`config.mk`:
```
export PLATFORM = sky130hd
export DESIGN_NAME = cgs_ctrl_regs
export DESIGN_NICKNAME = d
export VERILOG_FILES = /design/src/cgs_pkg.sv /design/src/cgs_ctrl_regs.sv /design/src/cgs_clk_gate.sv
export SDC_FILE = /design/constraint.sdc
export NUM_CORES = 1
export LEC_CHECK = 0
export BUFFER_PORTS_ARGS = -buffer_cell sky130_fd_sc_hd__clkbuf_2
export CAP_MARGIN = 20
export CORE_ASPECT_RATIO = 1.2
export CORE_UTILIZATION = 29
export CTS_CLUSTER_DIAMETER = 150
export DETAILED_ROUTE_END_ITERATION = 8
export PLACE_DENSITY = 0.43
export SLEW_MARGIN = 25
export SYNTH_ARGS = -nofsm -noshare
export SYNTH_HDL_FRONTEND = slang
export SYNTH_SLANG_ARGS = --single-unit
```
`constraint.sdc`:
```
create_clock -name CLK_SYS -period 1.95 [get_ports CLK_SYS]
set_input_delay 0.195 -clock CLK_SYS [delete_from_list [all_inputs] [get_ports CLK_SYS]]
set_output_delay 0.195 -clock CLK_SYS [all_outputs]
set_load 0.02 [all_outputs]
```
`src/cgs_pkg.sv`:
```
// Constants shared by the clock generator serial control register block
package cgs_pkg;

  // ----------------------------------------------------------------
  // Register bank layout
  // ----------------------------------------------------------------
  localparam int          NUM_REGS      = 5;
  localparam logic [2:0]  IDX_SPREAD    = 3'h0;  // spread_and_frequency_select
  localparam logic [2:0]  IDX_PROC_EN   = 3'h1;  // processor_clock_enable
  localparam logic [2:0]  IDX_BUS_EN    = 3'h2;  // bus_clock_enable
  localparam logic [2:0]  IDX_MEM_LO    = 3'h3;  // memory_clock_enable_low
  localparam logic [2:0]  IDX_MEM_HI    = 3'h4;  // memory_clock_enable_high
  localparam logic [2:0]  IDX_LAST_P1   = 3'h5;  // Saturated write pointer value

  // ----------------------------------------------------------------
  // Power-up values
  // ----------------------------------------------------------------
  localparam logic [7:0]  RST_SPREAD    = 8'h00;
  localparam logic [7:0]  RST_PROC_EN   = 8'hff;
  localparam logic [7:0]  RST_BUS_EN    = 8'h7f;
  localparam logic [7:0]  RST_MEM_LO    = 8'hff;
  localparam logic [7:0]  RST_MEM_HI    = 8'h0f;

  // ----------------------------------------------------------------
  // Field positions of spread_and_frequency_select and bus_clock_enable
  // ----------------------------------------------------------------
  localparam int          BIT_DEPTH     = 7;
  localparam int          BIT_CODE_HI   = 6;
  localparam int          BIT_CODE_LO   = 4;
  localparam int          BIT_SOFT_SRC  = 3;
  localparam int          BIT_DOWN      = 2;
  localparam int          BIT_SPREAD_EN = 1;
  localparam int          BIT_TRISTATE  = 0;
  localparam int          BIT_FREE_BUS  = 6;

  // ----------------------------------------------------------------
  // Serial slave
  // ----------------------------------------------------------------
  localparam logic [6:0]  SLAVE_ADDR    = 7'h69;  // Write form 1101 0010
  localparam logic [1:0]  NUM_FILLERS   = 2'h2;   // Command code, byte count
  localparam logic [3:0]  CNT_ACK       = 4'h8;
  localparam logic [3:0]  CNT_ACK_HOLD  = 4'h9;

  typedef enum logic [1:0] {
    CGS_IDLE  = 2'b00,
    CGS_ADDR  = 2'b01,
    CGS_WRITE = 2'b11,
    CGS_READ  = 2'b10
  } cgs_state_e;

endpackage : cgs_pkg

```
`src/cgs_ctrl_regs.sv`:
```
// Two-wire serial slave, control registers and output gating of the clock generator
`timescale 1ns/1ps
// Notes on behaviour
// [RULE_01] Registers take their default values only at power-up reset, never otherwise.
// [RULE_02] Master sends command code then byte count bytes before register data.
// [RULE_03] Command code and byte count bytes are acknowledged and their contents ignored.
// [RULE_04] Data bytes then fill register 0, 1, 2 onward, each acknowledged.
// [RULE_05] Register 0 bit 7 picks spread depth: 0 is 1.5 percent, 1 is 0.5.
// [RULE_06] Register 0 bit 3 picks frequency source: strap, or software code bits 6:4.
// [RULE_07] Eight software codes map to fixed processor and bus frequency pairs.
// [RULE_08] Register 0 bit 2 picks center spread (0) or down spread (1).
// [RULE_09] Register 0 bit 1 enables spread-spectrum modulation.
// [RULE_10] Register 0 bit 0 set places all clock outputs in high impedance.
// [RULE_11] Register 0 powers up as all zeros.
// [RULE_12] Register 1 bits 3:0 enable processor clocks; all bits default one.
// [RULE_13] Register 2 bit 6 enables free bus clock, bits 5:0 bus clocks.
// [RULE_14] Register 3 bits 7:0 enable memory clocks 7 to 0, default one.
// [RULE_15] Register 4 bits 3:0 enable memory clocks 11 to 8, default one.
// [RULE_16] Slave answers address 1101 001 and drives acknowledge low per byte.
// [RULE_17] A clock runs only if its register bit and hardware stop both allow.
// [RULE_18] Stopped clocks sit low; the last high period is never shortened.
// [RULE_19] Reserved bits have no effect; bytes past register 4 are acknowledged, dropped.
module cgs_ctrl_regs (
  input  wire logic        CLK_SYS,
  input  wire logic        RESET_N,
  input  wire logic        SDCLK,
  input  wire logic        SDATA_I,
  output logic             SDATA_O,
  output logic             SDATA_OE_N,
  input  wire logic [2:0]  HW_FREQ_STRAP,
  input  wire logic        PROC_STOP_N,
  input  wire logic        BUS_STOP_N,
  input  wire logic        SRC_PROC_CLK,
  input  wire logic        SRC_BUS_CLK,
  input  wire logic        SRC_MEM_CLK,
  input  wire logic        SRC_REF_CLK,
  output logic [3:0]       PROC_CLK_OUT,
  output logic [5:0]       BUS_CLK_OUT,
  output logic             FREE_BUS_CLK_OUT,
  output logic [11:0]      MEM_CLK_OUT,
  output logic             REF_CLK_OUT,
  output logic             INTC_CLK_OUT,
  output logic             CLK_OE_N,
  output logic [2:0]       FREQ_CODE,
  output logic             SPREAD_DEPTH_FINE,
  output logic             SPREAD_DOWN,
  output logic             SPREAD_ENABLE
);

  // ----------------------------------------------------------------
  // Bus line sampling and conditions
  // ----------------------------------------------------------------
  cgs_pkg::cgs_state_e state_r;
  cgs_pkg::cgs_state_e state_nxt;
  logic       scl_d_r;
  logic       sda_d_r;
  logic [3:0] cnt_r;
  logic [7:0] shreg_r;
  logic [1:0] fill_r;
  logic [2:0] idx_r;
  logic       drive_low_r;
  logic [7:0] regs_r [cgs_pkg::NUM_REGS];

  wire scl_rise  = SDCLK & ~scl_d_r;
  wire scl_fall  = ~SDCLK & scl_d_r;
  wire start_cnd = SDCLK & scl_d_r & sda_d_r & ~SDATA_I;
  wire stop_cnd  = SDCLK & scl_d_r & ~sda_d_r & SDATA_I;

  // Byte decode: the address is in the upper seven bits of the shifter
  wire        addr_match = (shreg_r[7:1] == cgs_pkg::SLAVE_ADDR);
  wire        rd_mode    = shreg_r[0];
  wire        wr_commit  = (state_r == cgs_pkg::CGS_WRITE) && scl_fall && (cnt_r == cgs_pkg::CNT_ACK);
  wire        is_filler  = (fill_r < cgs_pkg::NUM_FILLERS);
  wire        in_range   = (idx_r < cgs_pkg::IDX_LAST_P1);
  wire [7:0]  rd_byte    = in_range ? regs_r[idx_r] : 8'h00;
  wire [7:0]  rd_shift   = {shreg_r[6:0], 1'b0};

  always_ff @(posedge CLK_SYS or negedge RESET_N) begin
    if (!RESET_N) begin
      scl_d_r <= 1'b1;
      sda_d_r <= 1'b1;
    end else begin
      scl_d_r <= SDCLK;
      sda_d_r <= SDATA_I;
    end
  end

  // ----------------------------------------------------------------
  // Slave sequencer
  // ----------------------------------------------------------------
  // Next state; a start always restarts address reception, a stop always frees the line
  always_comb begin
    state_nxt = state_r;
    if (start_cnd) begin
      state_nxt = cgs_pkg::CGS_ADDR;
    end else if (stop_cnd) begin
      state_nxt = cgs_pkg::CGS_IDLE;
    end else begin
      case (state_r)
        cgs_pkg::CGS_ADDR: begin
          if (scl_fall && cnt_r == cgs_pkg::CNT_ACK && !addr_match) begin
            state_nxt = cgs_pkg::CGS_IDLE;
          end else if (scl_fall && cnt_r == cgs_pkg::CNT_ACK_HOLD) begin
            state_nxt = rd_mode ? cgs_pkg::CGS_READ : cgs_pkg::CGS_WRITE;
          end
        end
        cgs_pkg::CGS_READ: begin
          // Master not-acknowledge ends the read-back
          if (scl_rise && cnt_r == cgs_pkg::CNT_ACK && SDATA_I) begin
            state_nxt = cgs_pkg::CGS_IDLE;
          end
        end
        default: state_nxt = state_r;
      endcase
    end
  end

  always_ff @(posedge CLK_SYS or negedge RESET_N) begin
    if (!RESET_N) begin
      state_r <= cgs_pkg::CGS_IDLE;
    end else begin
      state_r <= state_nxt;
    end
  end

  // Bit counter, shifter and line drive
  always_ff @(posedge CLK_SYS or negedge RESET_N) begin
    if (!RESET_N) begin
      cnt_r       <= 4'h0;
      shreg_r     <= 8'h00;
      drive_low_r <= 1'b0;
    end else if (start_cnd || stop_cnd || state_nxt == cgs_pkg::CGS_IDLE) begin
      cnt_r       <= 4'h0;
      drive_low_r <= 1'b0;
    end else if (state_r == cgs_pkg::CGS_READ) begin
      if (scl_rise && cnt_r < cgs_pkg::CNT_ACK) begin
        cnt_r <= cnt_r + 4'h1;
      end else if (scl_rise && cnt_r == cgs_pkg::CNT_ACK) begin
        cnt_r <= cgs_pkg::CNT_ACK_HOLD;
      end else if (scl_fall && cnt_r == cgs_pkg::CNT_ACK) begin
        drive_low_r <= 1'b0;  // Release for the master's acknowledge
      end else if (scl_fall && cnt_r == cgs_pkg::CNT_ACK_HOLD) begin
        shreg_r     <= rd_byte;
        drive_low_r <= ~rd_byte[7];
        cnt_r       <= 4'h0;
      end else if (scl_fall && cnt_r != 4'h0) begin
        shreg_r     <= rd_shift;
        drive_low_r <= ~rd_shift[7];
      end
    end else if (scl_rise && cnt_r < cgs_pkg::CNT_ACK) begin
      shreg_r <= {shreg_r[6:0], SDATA_I};
      cnt_r   <= cnt_r + 4'h1;
    end else if (scl_fall && cnt_r == cgs_pkg::CNT_ACK) begin
      drive_low_r <= 1'b1;  // RULE_16 RULE_03 RULE_04 RULE_19
      cnt_r       <= cgs_pkg::CNT_ACK_HOLD;
    end else if (scl_fall && cnt_r == cgs_pkg::CNT_ACK_HOLD) begin
      cnt_r <= 4'h0;
      if (state_r == cgs_pkg::CGS_ADDR && rd_mode) begin
        shreg_r     <= rd_byte;
        drive_low_r <= ~rd_byte[7];
      end else begin
        drive_low_r <= 1'b0;
      end
    end
  end

  // Filler count and register pointer; the pointer saturates so late bytes are dropped
  always_ff @(posedge CLK_SYS or negedge RESET_N) begin
    if (!RESET_N) begin
      fill_r <= 2'h0;
      idx_r  <= 3'h0;
    end else if (start_cnd) begin
      fill_r <= 2'h0;
      idx_r  <= 3'h0;
    end else if (wr_commit && is_filler) begin
      fill_r <= fill_r + 2'h1;  // RULE_02 RULE_03
    end else if ((wr_commit || (state_r == cgs_pkg::CGS_READ && scl_fall && cnt_r == cgs_pkg::CNT_ACK))
                 && in_range) begin
      idx_r <= idx_r + 3'h1;  // RULE_04 RULE_19
    end
  end

  // ----------------------------------------------------------------
  // Register bank
  // ----------------------------------------------------------------
  // Defaults come from the power-up reset only; no bus event restores them
  always_ff @(posedge CLK_SYS or negedge RESET_N) begin
    if (!RESET_N) begin
      regs_r[cgs_pkg::IDX_SPREAD]  <= cgs_pkg::RST_SPREAD;   // RULE_01 RULE_11
      regs_r[cgs_pkg::IDX_PROC_EN] <= cgs_pkg::RST_PROC_EN;  // RULE_12
      regs_r[cgs_pkg::IDX_BUS_EN]  <= cgs_pkg::RST_BUS_EN;   // RULE_13
      regs_r[cgs_pkg::IDX_MEM_LO]  <= cgs_pkg::RST_MEM_LO;   // RULE_14
      regs_r[cgs_pkg::IDX_MEM_HI]  <= cgs_pkg::RST_MEM_HI;   // RULE_15
    end else if (wr_commit && !is_filler && in_range) begin
      regs_r[idx_r] <= shreg_r;  // RULE_04
    end
  end

  // ----------------------------------------------------------------
  // Frequency selection and spread controls
  // ----------------------------------------------------------------
  // Strap is caught once after reset release, not by the reset itself
  logic       strap_taken_r;
  logic [2:0] strap_r;
  logic [2:0] freq_r;
  logic       depth_r;
  logic       down_r;
  logic       spen_r;
  logic       oe_n_r;
  wire  [7:0] r0 = regs_r[cgs_pkg::IDX_SPREAD];
  wire  [2:0] freq_sel = r0[cgs_pkg::BIT_SOFT_SRC] ? r0[cgs_pkg::BIT_CODE_HI:cgs_pkg::BIT_CODE_LO] : strap_r;

  always_ff @(posedge CLK_SYS or negedge RESET_N) begin
    if (!RESET_N) begin
      strap_taken_r <= 1'b0;
      strap_r       <= 3'h0;
    end else if (!strap_taken_r) begin
      strap_taken_r <= 1'b1;
      strap_r       <= HW_FREQ_STRAP;
    end
  end

  // Code goes to the synthesizer, which owns the frequency pair table
  always_ff @(posedge CLK_SYS or negedge RESET_N) begin
    if (!RESET_N) begin
      freq_r  <= 3'h0;
      depth_r <= 1'b0;
      down_r  <= 1'b0;
      spen_r  <= 1'b0;
      oe_n_r  <= 1'b0;
    end else begin
      freq_r  <= freq_sel;                      // RULE_06 RULE_07
      depth_r <= r0[cgs_pkg::BIT_DEPTH];        // RULE_05
      down_r  <= r0[cgs_pkg::BIT_DOWN];         // RULE_08
      spen_r  <= r0[cgs_pkg::BIT_SPREAD_EN];    // RULE_09
      oe_n_r  <= r0[cgs_pkg::BIT_TRISTATE];     // RULE_10
    end
  end

  // ----------------------------------------------------------------
  // Output gating
  // ----------------------------------------------------------------
  // Reserved bits never reach an enable; hardware stops are ANDed in
  wire [3:0]  proc_en = regs_r[cgs_pkg::IDX_PROC_EN][3:0] & {4{PROC_STOP_N}};  // RULE_12 RULE_17 RULE_19
  wire [6:0]  bus_en  = {regs_r[cgs_pkg::IDX_BUS_EN][cgs_pkg::BIT_FREE_BUS],
                         regs_r[cgs_pkg::IDX_BUS_EN][5:0] & {6{BUS_STOP_N}}};    // RULE_13 RULE_17
  wire [11:0] mem_en  = {regs_r[cgs_pkg::IDX_MEM_HI][3:0], regs_r[cgs_pkg::IDX_MEM_LO]};  // RULE_14 RULE_15
  wire [6:0]  bus_out;

  cgs_clk_gate #(.W(4)) u_proc (.CLK_SYS(CLK_SYS), .RESET_N(RESET_N), .src_clk(SRC_PROC_CLK),
                                .enable(proc_en), .clk_out(PROC_CLK_OUT));
  cgs_clk_gate #(.W(7)) u_bus (.CLK_SYS(CLK_SYS), .RESET_N(RESET_N), .src_clk(SRC_BUS_CLK),
                               .enable(bus_en), .clk_out(bus_out));
  cgs_clk_gate #(.W(12)) u_mem (.CLK_SYS(CLK_SYS), .RESET_N(RESET_N), .src_clk(SRC_MEM_CLK),
                                .enable(mem_en), .clk_out(MEM_CLK_OUT));
  cgs_clk_gate #(.W(2)) u_ref (.CLK_SYS(CLK_SYS), .RESET_N(RESET_N), .src_clk(SRC_REF_CLK),
                               .enable(2'h3), .clk_out({INTC_CLK_OUT, REF_CLK_OUT}));

  assign BUS_CLK_OUT       = bus_out[5:0];
  assign FREE_BUS_CLK_OUT  = bus_out[6];
  assign SDATA_O           = 1'b0;  // Open drain: only ever pulls low
  assign SDATA_OE_N        = ~drive_low_r;
  assign CLK_OE_N          = oe_n_r;
  assign FREQ_CODE         = freq_r;
  assign SPREAD_DEPTH_FINE = depth_r;
  assign SPREAD_DOWN       = down_r;
  assign SPREAD_ENABLE     = spen_r;
endmodule : cgs_ctrl_regs

```
`src/cgs_clk_gate.sv`:
```
// Glitch-free gate for a group of clock outputs sharing one source
`timescale 1ns/1ps
module cgs_clk_gate #(
  parameter int W = 4
) (
  input  wire logic         CLK_SYS,
  input  wire logic         RESET_N,
  input  wire logic         src_clk,
  input  wire logic [W-1:0] enable,
  output logic      [W-1:0] clk_out
);

  // Refuse a gate with no outputs when the design is elaborated
  if (W < 1) begin : g_bad_width
    $error("cgs_clk_gate: W must be at least 1");
  end

  logic [W-1:0] en_hold_r;
  logic [W-1:0] out_r;

  // Enable is only resampled while the source is low, so a high phase is never cut
  always_ff @(posedge CLK_SYS or negedge RESET_N) begin
    if (!RESET_N) begin
      en_hold_r <= '0;
      out_r     <= '0;
    end else begin
      if (!src_clk) begin
        en_hold_r <= enable;  // RULE_18
      end
      out_r <= {W{src_clk}} & en_hold_r;  // RULE_17
    end
  end

  assign clk_out = out_r;
endmodule : cgs_clk_gate

```
* Word level (Yosys, flattened, before mapping) *
Index checks and enable logic that the tools add are counted.

storage, ports and cells
  bits in registers = 122
  bits in latches = 0
  RAM bits = 0
  memory bits (read-only) = 0
  input port bits = 13
  output and inout bits = 34
  memories kept = 0

operators by class
  $add $sub $neg = 3
  multipliers = 0
  div/mod/pow operators = 0
  magnitude comparators = 5
  eq/ne operators = 14
  shift-type cells = 0
  muxes and demuxes = 49
  bitwise gates (word level) = 22
  reduce and logical (&&, ||, !) cells = 34

operators with widths
  kind                                                                      count
  8-bit two-way mux                                                         14
  40-bit bitwise mux                                                        1
  4-bit two-way mux                                                         8
  8-bit binary-select mux with 3-bit select                                 1
  8-bit demux with 3-bit select                                             1
  1-bit logical AND                                                         17
  2-bit two-way mux                                                         7
  12-bit bitwise AND                                                        1
  1-bit two-way mux                                                         12
  3-bit two-way mux                                                         4
  4-bit nonzero test                                                        3
  4-bit bitwise AND                                                         2
  4-bit == test (second input constant)                                     2
  2-bit inequality test (second input constant)                             4
  1-bit inverter                                                            8
  8-bit AND reduction                                                       1
  1-bit bitwise AND                                                         7
  7-bit bitwise AND                                                         1
  7-bit == test (second input constant)                                     1
  6-bit bitwise AND                                                         1
  3-bit by 1-bit inequality test with 1-bit output (second input constant)  2
  3-bit nonzero test                                                        2
  5-bit inequality test (second input constant)                             1
  5-bit nonzero test                                                        1
  other kinds (20)                                                          25

* Longest topological paths before layout *
Gate-level depths: netlist (run 1).

  depth in word-level cells = 12
  depth in mapped cells = 8

* Modules after synthesis *
Synthesis (run 1) repeated with hierarchy kept, for this count alone.

unflattened totals
  cell total of the unflattened synthesis = 411
  area, all modules = 5589.1 µm²

modules (own cells, without submodules)
  module                 times used  cells each  area an instance (µm²)  seq. area each (µm²)
  cgs_ctrl_regs          1           306         3767.4                  1863.0
  cgs_clk_gate (u_mem)   1           51          878.3                   600.6
  cgs_clk_gate (u_bus)   1           29          504.2                   350.3
  cgs_clk_gate (u_proc)  1           17          301.5                   200.2
  cgs_clk_gate (u_ref)   1           8           137.6                   100.1

* Worst setup path after synthesis (run 1) *
OpenSTA, ideal clock, no wires.

  kind = reg2reg
  start point = register state_r[0]
  end point = register shreg_r[0]
  arrival time = 2.022 ns
  path slack = -0.197 ns
  stages on the path, launching flop included = 8
  period minus slack after synthesis = 2.147 ns
  cells stage by stage = dfrtp_1 -> inv_1 -> ha_1 -> nand4bb_1 -> o22ai_1 -> o22a_1 -> a211oi_4 -> mux2_2

between the ends
  word-level cells in the longest chain between the ends = 9

RTL lines
  what                                RTL line              source
  from (decl)                         cgs_ctrl_regs.sv:53   cgs_pkg::cgs_state_e state_r;
  from (signal assigned)              cgs_ctrl_regs.sv:120  state_r <= cgs_pkg::CGS_IDLE;
  from (signal assigned)              cgs_ctrl_regs.sv:122  state_r <= state_nxt;
  2-bit two-way mux                   cgs_ctrl_regs.sv:103  end else if (scl_fall && cnt_r == cgs_pkg::CNT_ACK_HOLD) begin
  2-bit two-way mux                   cgs_ctrl_regs.sv:101  if (scl_fall && cnt_r == cgs_pkg::CNT_ACK && !addr_match) begin
  2-bit case mux with 2 select lines  cgs_ctrl_regs.sv:99   case (state_r)
  2-bit two-way mux                   cgs_ctrl_regs.sv:96   end else if (stop_cnd) begin
  2-bit two-way mux                   cgs_ctrl_regs.sv:94   if (start_cnd) begin
  2-bit logical NOT                   cgs_ctrl_regs.sv:132  end else if (start_cnd || stop_cnd || state_nxt == cgs_pkg::CGS_IDLE) begin
  1-bit logical OR                    cgs_ctrl_regs.sv:132
  1-bit inverter (no line)            --
  8-bit AND reduction (no line)       --
  to (signal assigned)                cgs_ctrl_regs.sv:143  shreg_r <= rd_byte;
  to (signal assigned)                cgs_ctrl_regs.sv:147  shreg_r <= rd_shift;
  to (signal assigned)                cgs_ctrl_regs.sv:151  shreg_r <= {shreg_r[6:0], SDATA_I};
  to (decl)                           cgs_ctrl_regs.sv:58   logic [7:0] shreg_r;

Parallel ways exist; a longest one is shown, timed or not.
A chain may end at the register's enable or synchronous reset.

* Worst setup path in the final report (run 1) *
  start point = register state_r[1]
  end point = register shreg_r[6]

Same word-level chain as after synthesis.

==> results, run 1 <==
- The run finished, with violations left.
- The final reports fail on setup timing.
- The largest net degree at the start of global routing is 37.
- Counting along the longest clock path gives a buffer depth of 2.
- The complex-gate fraction of the synthesized area was 0.0694.
- The part of the power in combinational logic is 0.186.
- The internal portion of the total power is 5.01 mW.
- The signal on the critical path passes through ha_4 -> nand4bb_1 -> o22ai_2 -> o22a_1 -> a211oi_4 -> buf_12 -> mux2_4.
- The fraction of the mapped netlist area in simple logic gates is 0.128.
- The library cell used as clock root buffer is clkbuf_16.
- In the final routed layout, each cell accounts on average for 17.2 um.
- The count of flip-flops with a built-in enable after synthesis is 0.
- The share of Yosys cell area claimed by the top area cell type is 0.436.
- The final hold violation count is 0.
- In the final design database the tool counted 534 nets.
- STA classifies the critical path startpoint as a flip-flop.
- The number of H-tree branching levels is 4.
- The count of cell types in the netlist is 59.
- The peak supply drop is 0.000551 V.
- The total of endpoints with negative setup slack in the final report is 8.
- The worst max-slew margin expressed relative to the limit is 0.640.
- The initial utilization of the core area, before any placement, comes to 0.298.
- The actual transition at the worst max-transition pin is 541 ps.
- The switching share of total power is 0.274.
- 47 I/O pins were placed.
- The worst hold path cell count is 2.
- The global placer's final weighted congestion is 0.833.
- The worst setup slack before clock tree synthesis is -159 ps.
- Summed over all nets, the switching power comes to 1.89 mW.
- The capturing element type of the critical path is a flip-flop.
- The clock net in this run drives a total of 121 sinks.
- The largest family of logic cells by synthesized area is multiplexers.
- The critical path in this run is classified as flip-flop to flip-flop.
- Subtracting the final worst setup slack from the clock period gives 2000 ps.
- The count of port buffers added during placement is 45.
- The cell area that synthesis handed to floorplanning was 5290 sq um.
- The number of cells produced by synthesis is 397.
- Setup repair after global routing could not meet its margin everywhere.
- In the routed layout, each cell is associated on average with a via count of 4.73.
- The logic depth of the worst register-to-register path is 7.
- The synthesized design spends more area on one cell type than any other, namely dfrtp_1.
- The die is 125 um wide.
- The highest attainable clock frequency is 500 MHz.
- The wire length after detailed routing is 12.8 mm.
- The row count is 53.
- The library cell contributing the largest single delay on the critical path is dfrtp_2.
- The most used flip-flop cell after synthesis is dfrtp_1.
- In this run the remaining antenna-violating nets after routing total 0.
- For this design the ratio of total power to cell area is 970 nW/um^2.
- The number of nets produced by synthesis is 417.
- Averaged over all synthesized cells, the footprint is 13.3 sq um.
- The total of max-cap violations is 0.
- Of the total synthesized cell area, the portion taken by XOR and XNOR cells is 0.00663.
- The die is 150 um tall.
- The final route contains 3,536 vias.
- The maximum net fanout on the critical path is 8.
- The power share of the clock group is 0.418.
- The number of diodes added for antenna fixing is 0.
- Across the routed clock network, the largest skew measured is 8.56 ps.
- The total negative slack is -365 ps.
- The initial antenna violation count is 0.
- The largest incremental delay on the critical path is 430 ps.
- The adder and majority gate portion of the synthesized area is 0.0166.
- After synthesis the netlist holds a flip-flop and latch count of 121.
- The die covers 18,800 sq um.
- The first detailed-routing pass ran for 6 iterations.
- The first global-routing pass estimated 20.4 mm of wire.
- The final worst-path setup slack is -50.3 ps.
- Hold is met by 15.0 ps.
- After floorplanning, the core was sized to cover 17,700 sq um.
- The sum of overflow across all layers after global routing is 0.
- The share of total power dissipated in sequential elements is 0.396.
- For this run, the number of Yosys warnings is 0.
- Clock-pin slew was measured on the worst setup and hold paths at 60 ps.
- The required time at the endpoint of the critical path is 2240 ps.
- TritonCTS built the clock tree.
- Of the available clock period, the critical path in the final layout requires 1.03.
- The insertion delay to the later sink of the worst-skew pair is 410 ps.
- The multiplexer fraction of the synthesized cell area is 0.180.
- The async set or reset register ratio after synthesis is 1.00.
- The sum of net half-perimeters after detailed placement is 8.98 mm.
- Data on the critical path arrives at its endpoint at 2300 ps.
- The sequential share of the synthesized area is 0.580.
- The leakage power total is 3.29 nW.
- Of the cells placed in the final design, the portion with a size suffix greater than 1 is 0.503.
- The number of slew-limit violations in the final report came to 0.
- The total global routing track utilization is 0.145.
- The via count of the first global-routing pass is 3,791.
- Sorting the synthesized cells by area gives the leading types as dfrtp_1 (44%), dfstp_2 (14%), mux2_2 (14%).
- The total clock buffers created by CTS is 17.
- From synthesis to final layout, the design area changed by 34.5%.
- For this run, design rule violations remaining after detail routing come to 0.
- After the first detailed-routing iteration, the DRC count stood at 120.
- The layout has 1,685 filler cells.
- The type of the most critical hold path is input port to flip-flop.
-- Yosys cell counts, types with 2 or more instances --
library cell  number
clkbuf_1           5
and2_1            26
a211oi_1           3
nand2b_1           3
a22oi_1            2
dfstp_2           29
ha_1               7
nor3_1             7
o21ai_0           10
mux2i_1            6
nor4_1             4
o22ai_1            2
o21a_1             2
a31oi_1            4
nand3_1            6
and3_1             3
inv_1              7
nor2b_1            4
a21oi_1            9
dfrtp_1           92
conb_1             2
a21o_1            10
nor2_2             2
xor2_1             3
buf_4              3
nor3b_4            3
mux2_2            66
nand3b_1           3
mux4_2             6
nor2_1            18
buf_2              5
nand2_1           18
-- placed cells by master (no fill, tap or decap), types with 9 or more instances in the layout --
cell / synthesis / layout
a21oi_1: 9 / 9
dfstp_2: 29 / 29
mux2_2: 66 / 35
buf_4: 3 / 54
nor2_1: 18 / 18
and2_1: 26 / 26
a21o_1: 10 / 10
clkbuf_16: 0 / 17
o21ai_0: 10 / 9
mux2_4: 0 / 32
dfrtp_1: 92 / 91
nand2_1: 18 / 18
clkbuf_2: 0 / 44
-- worst paths after layout --
kind | slack [ps] | start | end
min | 10 | HW_FREQ_STRAP[0] | strap_r[0]$_DFFE_PN0N_
min reg2reg | 410 | r0[0]$_DFFE_PN0P_ | CLK_OE_N$_DFF_PN0_
max | -50 | state_r[1]$_DFF_PN0_ | shreg_r[6]$_DFFE_PN0P_
min in group asynchronous | 310 | RESET_N | r0[1]$_DFFE_PN0P_
max in group asynchronous | 950 | RESET_N | mem_en[0]$_DFFE_PN1P_
max reg2reg | -50 | state_r[1]$_DFF_PN0_ | shreg_r[6]$_DFFE_PN0P_
-- sequential cells by signal, summed over array words and instances (netlist names), 7 cells and up --
signal,cells
regs_r,19
u_mem.clk_out,12
r0,8
u_mem.en_hold_r,12
shreg_r,8
u_bus.en_hold_r,7
mem_en,12
u_bus.clk_out,7
-- worst max-delay path, delay by kind of cell, from the launching register on --
family,cells,cell delay [ps]
adders and majority gates,1,270
and+or+nand+nor,1,120
AOI/OAI and AO/OA,3,590
muxes,1,300
buffers and inverters,1,170
DFF,1,430
-- timing repair --
action                                 4_1_cts  5_1_grt
gates resized for setup                     23       31
endpoints found under the hold margin       23        0
pin swaps                                   10        9
buffers inserted                             4        2
setup endpoints to repair                   35       46
hold buffers                                 4        0
-- per-layer routing --
metal,part of all wire,up-vias,GRT usage
met4,0.022,0,0.0677
met1,0.43,1811,0.169
met3,0.025,15,0.0354
met5,0,-,0
met2,0.52,62,0.252
li1,-,1648,-
-- area by class of cell --
type                            count  area [sq um]  share of cell area
Clock buffer                       22           444              0.0625
Multi-Input combinational cell    255          2370               0.333
Timing Repair Buffer              111           828               0.116
Tap cell                          220           275              0.0387
Sequential cell                   121          3070               0.431
Clock inverter                     10          97.6              0.0137
Inverter                            8          30.0             0.00422
-- stage by stage --
step | area (sq um) | util | total power [mW] | std cells
final | 7110 | 0.402 | 6.90 | 747
after global routing | 7110 | 0.402 | 7.20 | 747
after CTS | 6970 | 0.393 | 6.91 | 745
after detailed placement | 6260 | 0.354 | 3.84 | 705
after global placement | 6260 | 0.354 | 3.84 | 705
after floorplan | 5320 | - | 3.27 | 397
-- kinds of logic (layout without fill, tap and decap cells) --
kind of cell,after synthesis,count (layout)
AO/OA/AOI/OAI,53,53
other,2,2
AND/OR/NAND/NOR,110,110
adder cells (fa/ha/maj),7,7
multiplexers,79,79
buffers and inverters,21,151
XOR/XNOR,4,4
flip-flops,121,121
-- power by group through the flow --
stage               registers [mW]  clock network (mW)  logic, mW
floorplan                     2.79                   0      0.476
global placement              2.76                   0       1.08
detailed placement            2.76                   0       1.08
CTS                           2.73                2.97       1.21
global route                  2.74                3.07       1.38
finish                        2.73                2.89       1.28
Note: power is estimated with default switching activity, not from simulation.
==> run 2: changes to the inputs <==
BUFFER_PORTS_ARGS = not set   (was -buffer_cell sky130_fd_sc_hd__clkbuf_2)
DONT_BUFFER_PORTS = 1   (was not set)
GPL_TIMING_DRIVEN = 1   (was not set)
PLACE_DENSITY = 0.41   (was 0.43)
SYNTH_HIERARCHICAL = 1   (was not set)
==> results, run 2 <==
- The run finished, with violations left.
- The checks that failed: hold timing, setup timing.
- The kind of cell with the highest combined delay along the critical path is simple AND/OR/NAND/NOR gates.
- The highest attainable clock frequency is 499 MHz (-0.10%).
- The number of buffers inserted for hold repair after clock tree synthesis is 9 (+5).
- The required time at the endpoint of the critical path is 2250 ps (about the same).
- The number of cells produced by synthesis is 411 (+3.5%).
- The count of port buffers added during placement is 0 (-100%).
- The wire length of the first global-routing pass was 20.4 mm (-0.24%).
- The count of yosys warnings during synthesis is 6 (+6).
- The library cell used most frequently in the layout, excluding fill and tap cells, is dfrtp_1.
- The sequential share of the synthesized area was 0.557 (-0.0226).
- The time the worst path needs with I/O delays and setup is 2000 ps (+2.05 ps).
- The power per cell area was 989 nW/um^2 (+2.0%).
- The met2 usage in global routing is 0.226 (-0.0260).
- The count of boundary I/O pins is 47 (unchanged).
- The number of diodes added for antenna fixing is 0 (unchanged).
- The overall power is 6.81 mW (-1.3%).
- The critical register-to-register path endpoint is shreg_r[4]$_DFFE_PN0P_.
- The wire length after detailed routing is 12.5 mm (-3.0%).
- The origin of the worst setup path is scl_d_r$_DFF_PN1_.
- The number of slew-limit violations in the final report is 0 (unchanged).
- The via-per-instance ratio is 4.56 (-3.6%).
- The via count of the first global-routing pass came to 3,647 (-3.8%).
- The clock skew after layout came to 10.4 ps (+1.87 ps).
- The deepest clock path buffer count is 2 (unchanged).
- The logic depth of the worst register-to-register path is 5 (-2).
- The setup slack on the worst flop-to-flop path was -50 ps (about the same).
- The global placer's final weighted congestion is 0.772 (-7.3%).
- In the synthesized netlist the dominant register cell turns out to be dfrtp_1.
- The number of synthesized register bits is 123 (+1.7%).
- The total of endpoints with negative setup slack in the final report is 14 (+6).
- The post-route worst hold slack was -527 ps (-542 ps).
- The clock input transition at the sequential cells of the worst setup and hold paths is 60 ps (about the same).
- The row count is 55 (+3.8%).
- The post-synthesis xor/xnor area fraction is 0.00627 (-0.000361).
- The actual transition at the worst max-transition pin is 962 ps (+422 ps).
- The met1 routing resource usage after global routing is 0.174 (+0.00497).
- By count the netlist is led by dfrtp_1 (94), mux2_2 (56), dfstp_2 (29), and2_1 (24), mux2_4 (19).
- The capturing element type of the critical path is a flip-flop.
- The adder and majority gate portion of the synthesized area is 0.0157 (-0.000901).
- The count of cell types in the netlist is 60 (+1.7%).
- The height of the chip is 154 um (+2.8%).
- The worst endpoint data arrival time was 2300 ps (about the same).
- The core region area is 18,900 sq um (+6.5%).
- The number of flip-flops in the largest register is 19 (unchanged).
- The initial antenna violation count is 0 (unchanged).
- The routing usage on met3 was 0.0449 (+0.00949).
- The async set or reset register ratio after synthesis is 1.00 (unchanged).
- The largest net degree at the start of global routing came to 124 (+240%).
- The library cell used as clock root buffer is clkbuf_16.
- The wire length per cell is 16.9 um (-1.4%).
- The share of layout cells above drive strength 1 was 0.451 (-0.0519).
- The count of antenna-violating nets left after detailed routing is 0 (unchanged).
- The power share of the clock group is 0.434 (+0.016).
- The internal portion of total power is 4.98 mW (-0.65%).
- The area of the mapped netlist is 5590 sq um (+5.8%).
- The multiplexer fraction of the synthesized cell area was 0.205 (+0.0249).
- The final non-filler cell area is 6890 sq um (-3.2%).
- The total global routing track utilization is 0.139 (-0.00594).
- The critical path startpoint category is a flip-flop.
- The logic depth of the worst path, buffers included is 5 (-2).
- The post-synthesis average cell area was 13.6 sq um (+2.2%).
- The largest family of logic cells by synthesized area is multiplexers.
- The type of the most critical hold path is input port to async pin.
- The part of the power in combinational logic is 0.161 (-0.025).
- The buffering stage count on the worst path with inverters included came to 0 (-1).
- The register with the most flip-flops in the final layout is regs_r.
- The leakage power total is 3.07 nW (-6.7%).
- The residual DRC count is 0 (unchanged).
- In this run the most used layer during global routing was met2.
- The most instantiated library cell after synthesis is dfrtp_1.
- The sum of overflow across all layers after global routing is 0 (unchanged).
- The largest incremental delay on the critical path is 570 ps (+140 ps).
- The maximum net fanout on the critical path is 6 (-2).
- The count of flip-flops with a built-in enable after synthesis came to 0 (unchanged).
- Setup repair after global routing could not meet its margin everywhere.
- The number of H-tree branching levels is 4 (unchanged).
- In this run the critical register-to-register path is launched from scl_d_r$_DFF_PN1_.
- The reported net switching power was 1.83 mW (-2.9%).
- The sequential cell fraction of total power was 0.405 (+0.009).
- The insertion delay to the later sink of the worst-skew pair is 420 ps (about the same).
- The share of Yosys cell area claimed by the top area cell type is 0.421 (-0.0147).
- The effective utilization at floorplan was 0.296 (-0.00208).
- The via count came to 3,353 (-5.2%).
- The signal on the critical path passes through and4bb_4 -> a211oi_4 -> nor4b_4 -> a2bb2oi_4 -> mux2_4.
- For this design, the slowest cell found on the critical path is dfstp_2.
- The sum of net half-perimeters after detailed placement is 8.37 mm (-6.8%).
- The total of max-cap violations is 0 (unchanged).
- The final hold violation count is 123 (+123).
- The floorplan die area came to 19,800 sq um (+5.7%).
- In the layout the commonest cells are dfrtp_1 (94), mux2_2 (53), buf_4 (37).
- The complex-gate fraction of the synthesized area is 0.0723 (+0.00294).
- The number of sinks on the clock net is 123 (+1.7%).
- The width of the die is 129 um (+2.8%).
- The total clock buffers created by CTS is 17 (unchanged).
- The post-detailed-placement cell area came to 6170 sq um (-1.5%).
- The number of nets in the final layout was 486 (-9.0%).
- The final worst-path setup slack was -52.4 ps (-2.05 ps).
- The number of design-rule violations left by the first detailed-router iteration is 108 (-10%).
- The CTS tree is done.
- The fraction of the mapped netlist area in simple logic gates is 0.111 (-0.0171).
- The switching share of total power is 0.269 (-0.00455).
- The peak supply drop was 0.000552 V (about the same).
- The type of the worst setup path is flip-flop to flip-flop.
- By area the synthesized netlist is led by dfrtp_1 (42%), dfstp_2 (14%), mux2_2 (11%).
- The worst max-slew margin expressed relative to the limit was 0.356 (-0.283).
- The worst setup path endpoint is shreg_r[4]$_DFFE_PN0P_.
- The part of the cycle the worst path needs is 1.03 (+0.00105).
- Summed over all instances, the cell type with the most area after synthesis is dfrtp_1.
- The detailed-router iteration count before antenna repair came to 4 (-2).
- The area overhead of the layout relative to synthesis is 23.2%.
run 2: cell types whose count changed after synthesis, moves of 7 or more:
cell     before  now
a21o_1       10    0
and2_2        0   14
inv_1         7   14
mux2_2       66   56
mux2_4        0   19
mux2i_1       6   16
nand2_1      18    8
run 2: metrics by stage:
stage                     TNS, ps  cells  utilization  worst slack [ps]  hold slack [ps]
after floorplan              -337    413            -             -36.4             -101
after global placement       -401    692        0.327             -51.9            -97.7
after detailed placement     -721    692        0.327              -110            -95.6
after CTS                   -1040    735        0.364              -122             -549
after global routing        -3110    735        0.365              -152             -557
final                        -401    735        0.365             -52.4             -527
run 2: metal layers:
| metal | routed length (um) | share of wire | vias up |
|---|---|---|---|
| met5 | 0 | 0 | - |
| met4 | 95 | 0.0076 | 0 |
| met3 | 480 | 0.039 | 8 |
| met2 | 6150 | 0.49 | 58 |
| met1 | 5730 | 0.46 | 1712 |
| li1 | - | - | 1575 |
run 2: power groups by stage:
| stage | Clock (mW) | Combinational (mW) | Sequential (mW) |
|---|---|---|---|
| floorplan | 0 | 0.566 | 2.83 |
| global placement | 0 | 1.01 | 2.80 |
| detailed placement | 0 | 1.01 | 2.81 |
| CTS | 3.05 | 1.09 | 2.76 |
| global route | 3.18 | 1.18 | 2.78 |
| finish | 2.96 | 1.09 | 2.76 |
run 2: worst min path at each step:
stage | depth (start not counted) | to | slack (ps)
floorplan | 0 | CLK_OE_N$_DFF_PN0_ | -100
global placement | 0 | u_bus/clk_out[0]$_DFF_PN0_ | -100
detailed placement | 0 | u_bus/en_hold_r[2]$_DFFE_PN0N_ | -100
CTS | 0 | cnt_r[3]$_DFFE_PN0P_ | -550
global route | 0 | u_bus/clk_out[0]$_DFF_PN0_ | -560
finish | 0 | state_r[0]$_DFF_PN0_ | -530
run 2: cells by family after synthesis:
group | count (synthesis)
AO/OA/AOI/OAI | 55
multiplexers | 94
XOR/XNOR | 4
buffers and inverters | 31
other | 2
AND/OR/NAND/NOR | 95
adder cells (fa/ha/maj) | 7
flip-flops | 123
run 2: area by class of cell:
type	count	area [sq um]
clock inverter	11	95.1
sequential	123	3110
clock buffer	21	460
tap	256	320
fill	1877	12000
inverter	14	52.6
multi-input combinational	259	2380
timing repair buffer	51	459
run 2: what timing repair did:
| action | 4_1_cts | 5_1_grt |
|---|---|---|
| gates cloned | 0 | 0 |
| hold endpoints to repair | 179 | 123 |
| pin swaps | 4 | 2 |
| setup endpoints to repair | 16 | 45 |
| buffers inserted | 2 | 0 |
| resized for setup | 7 | 7 |
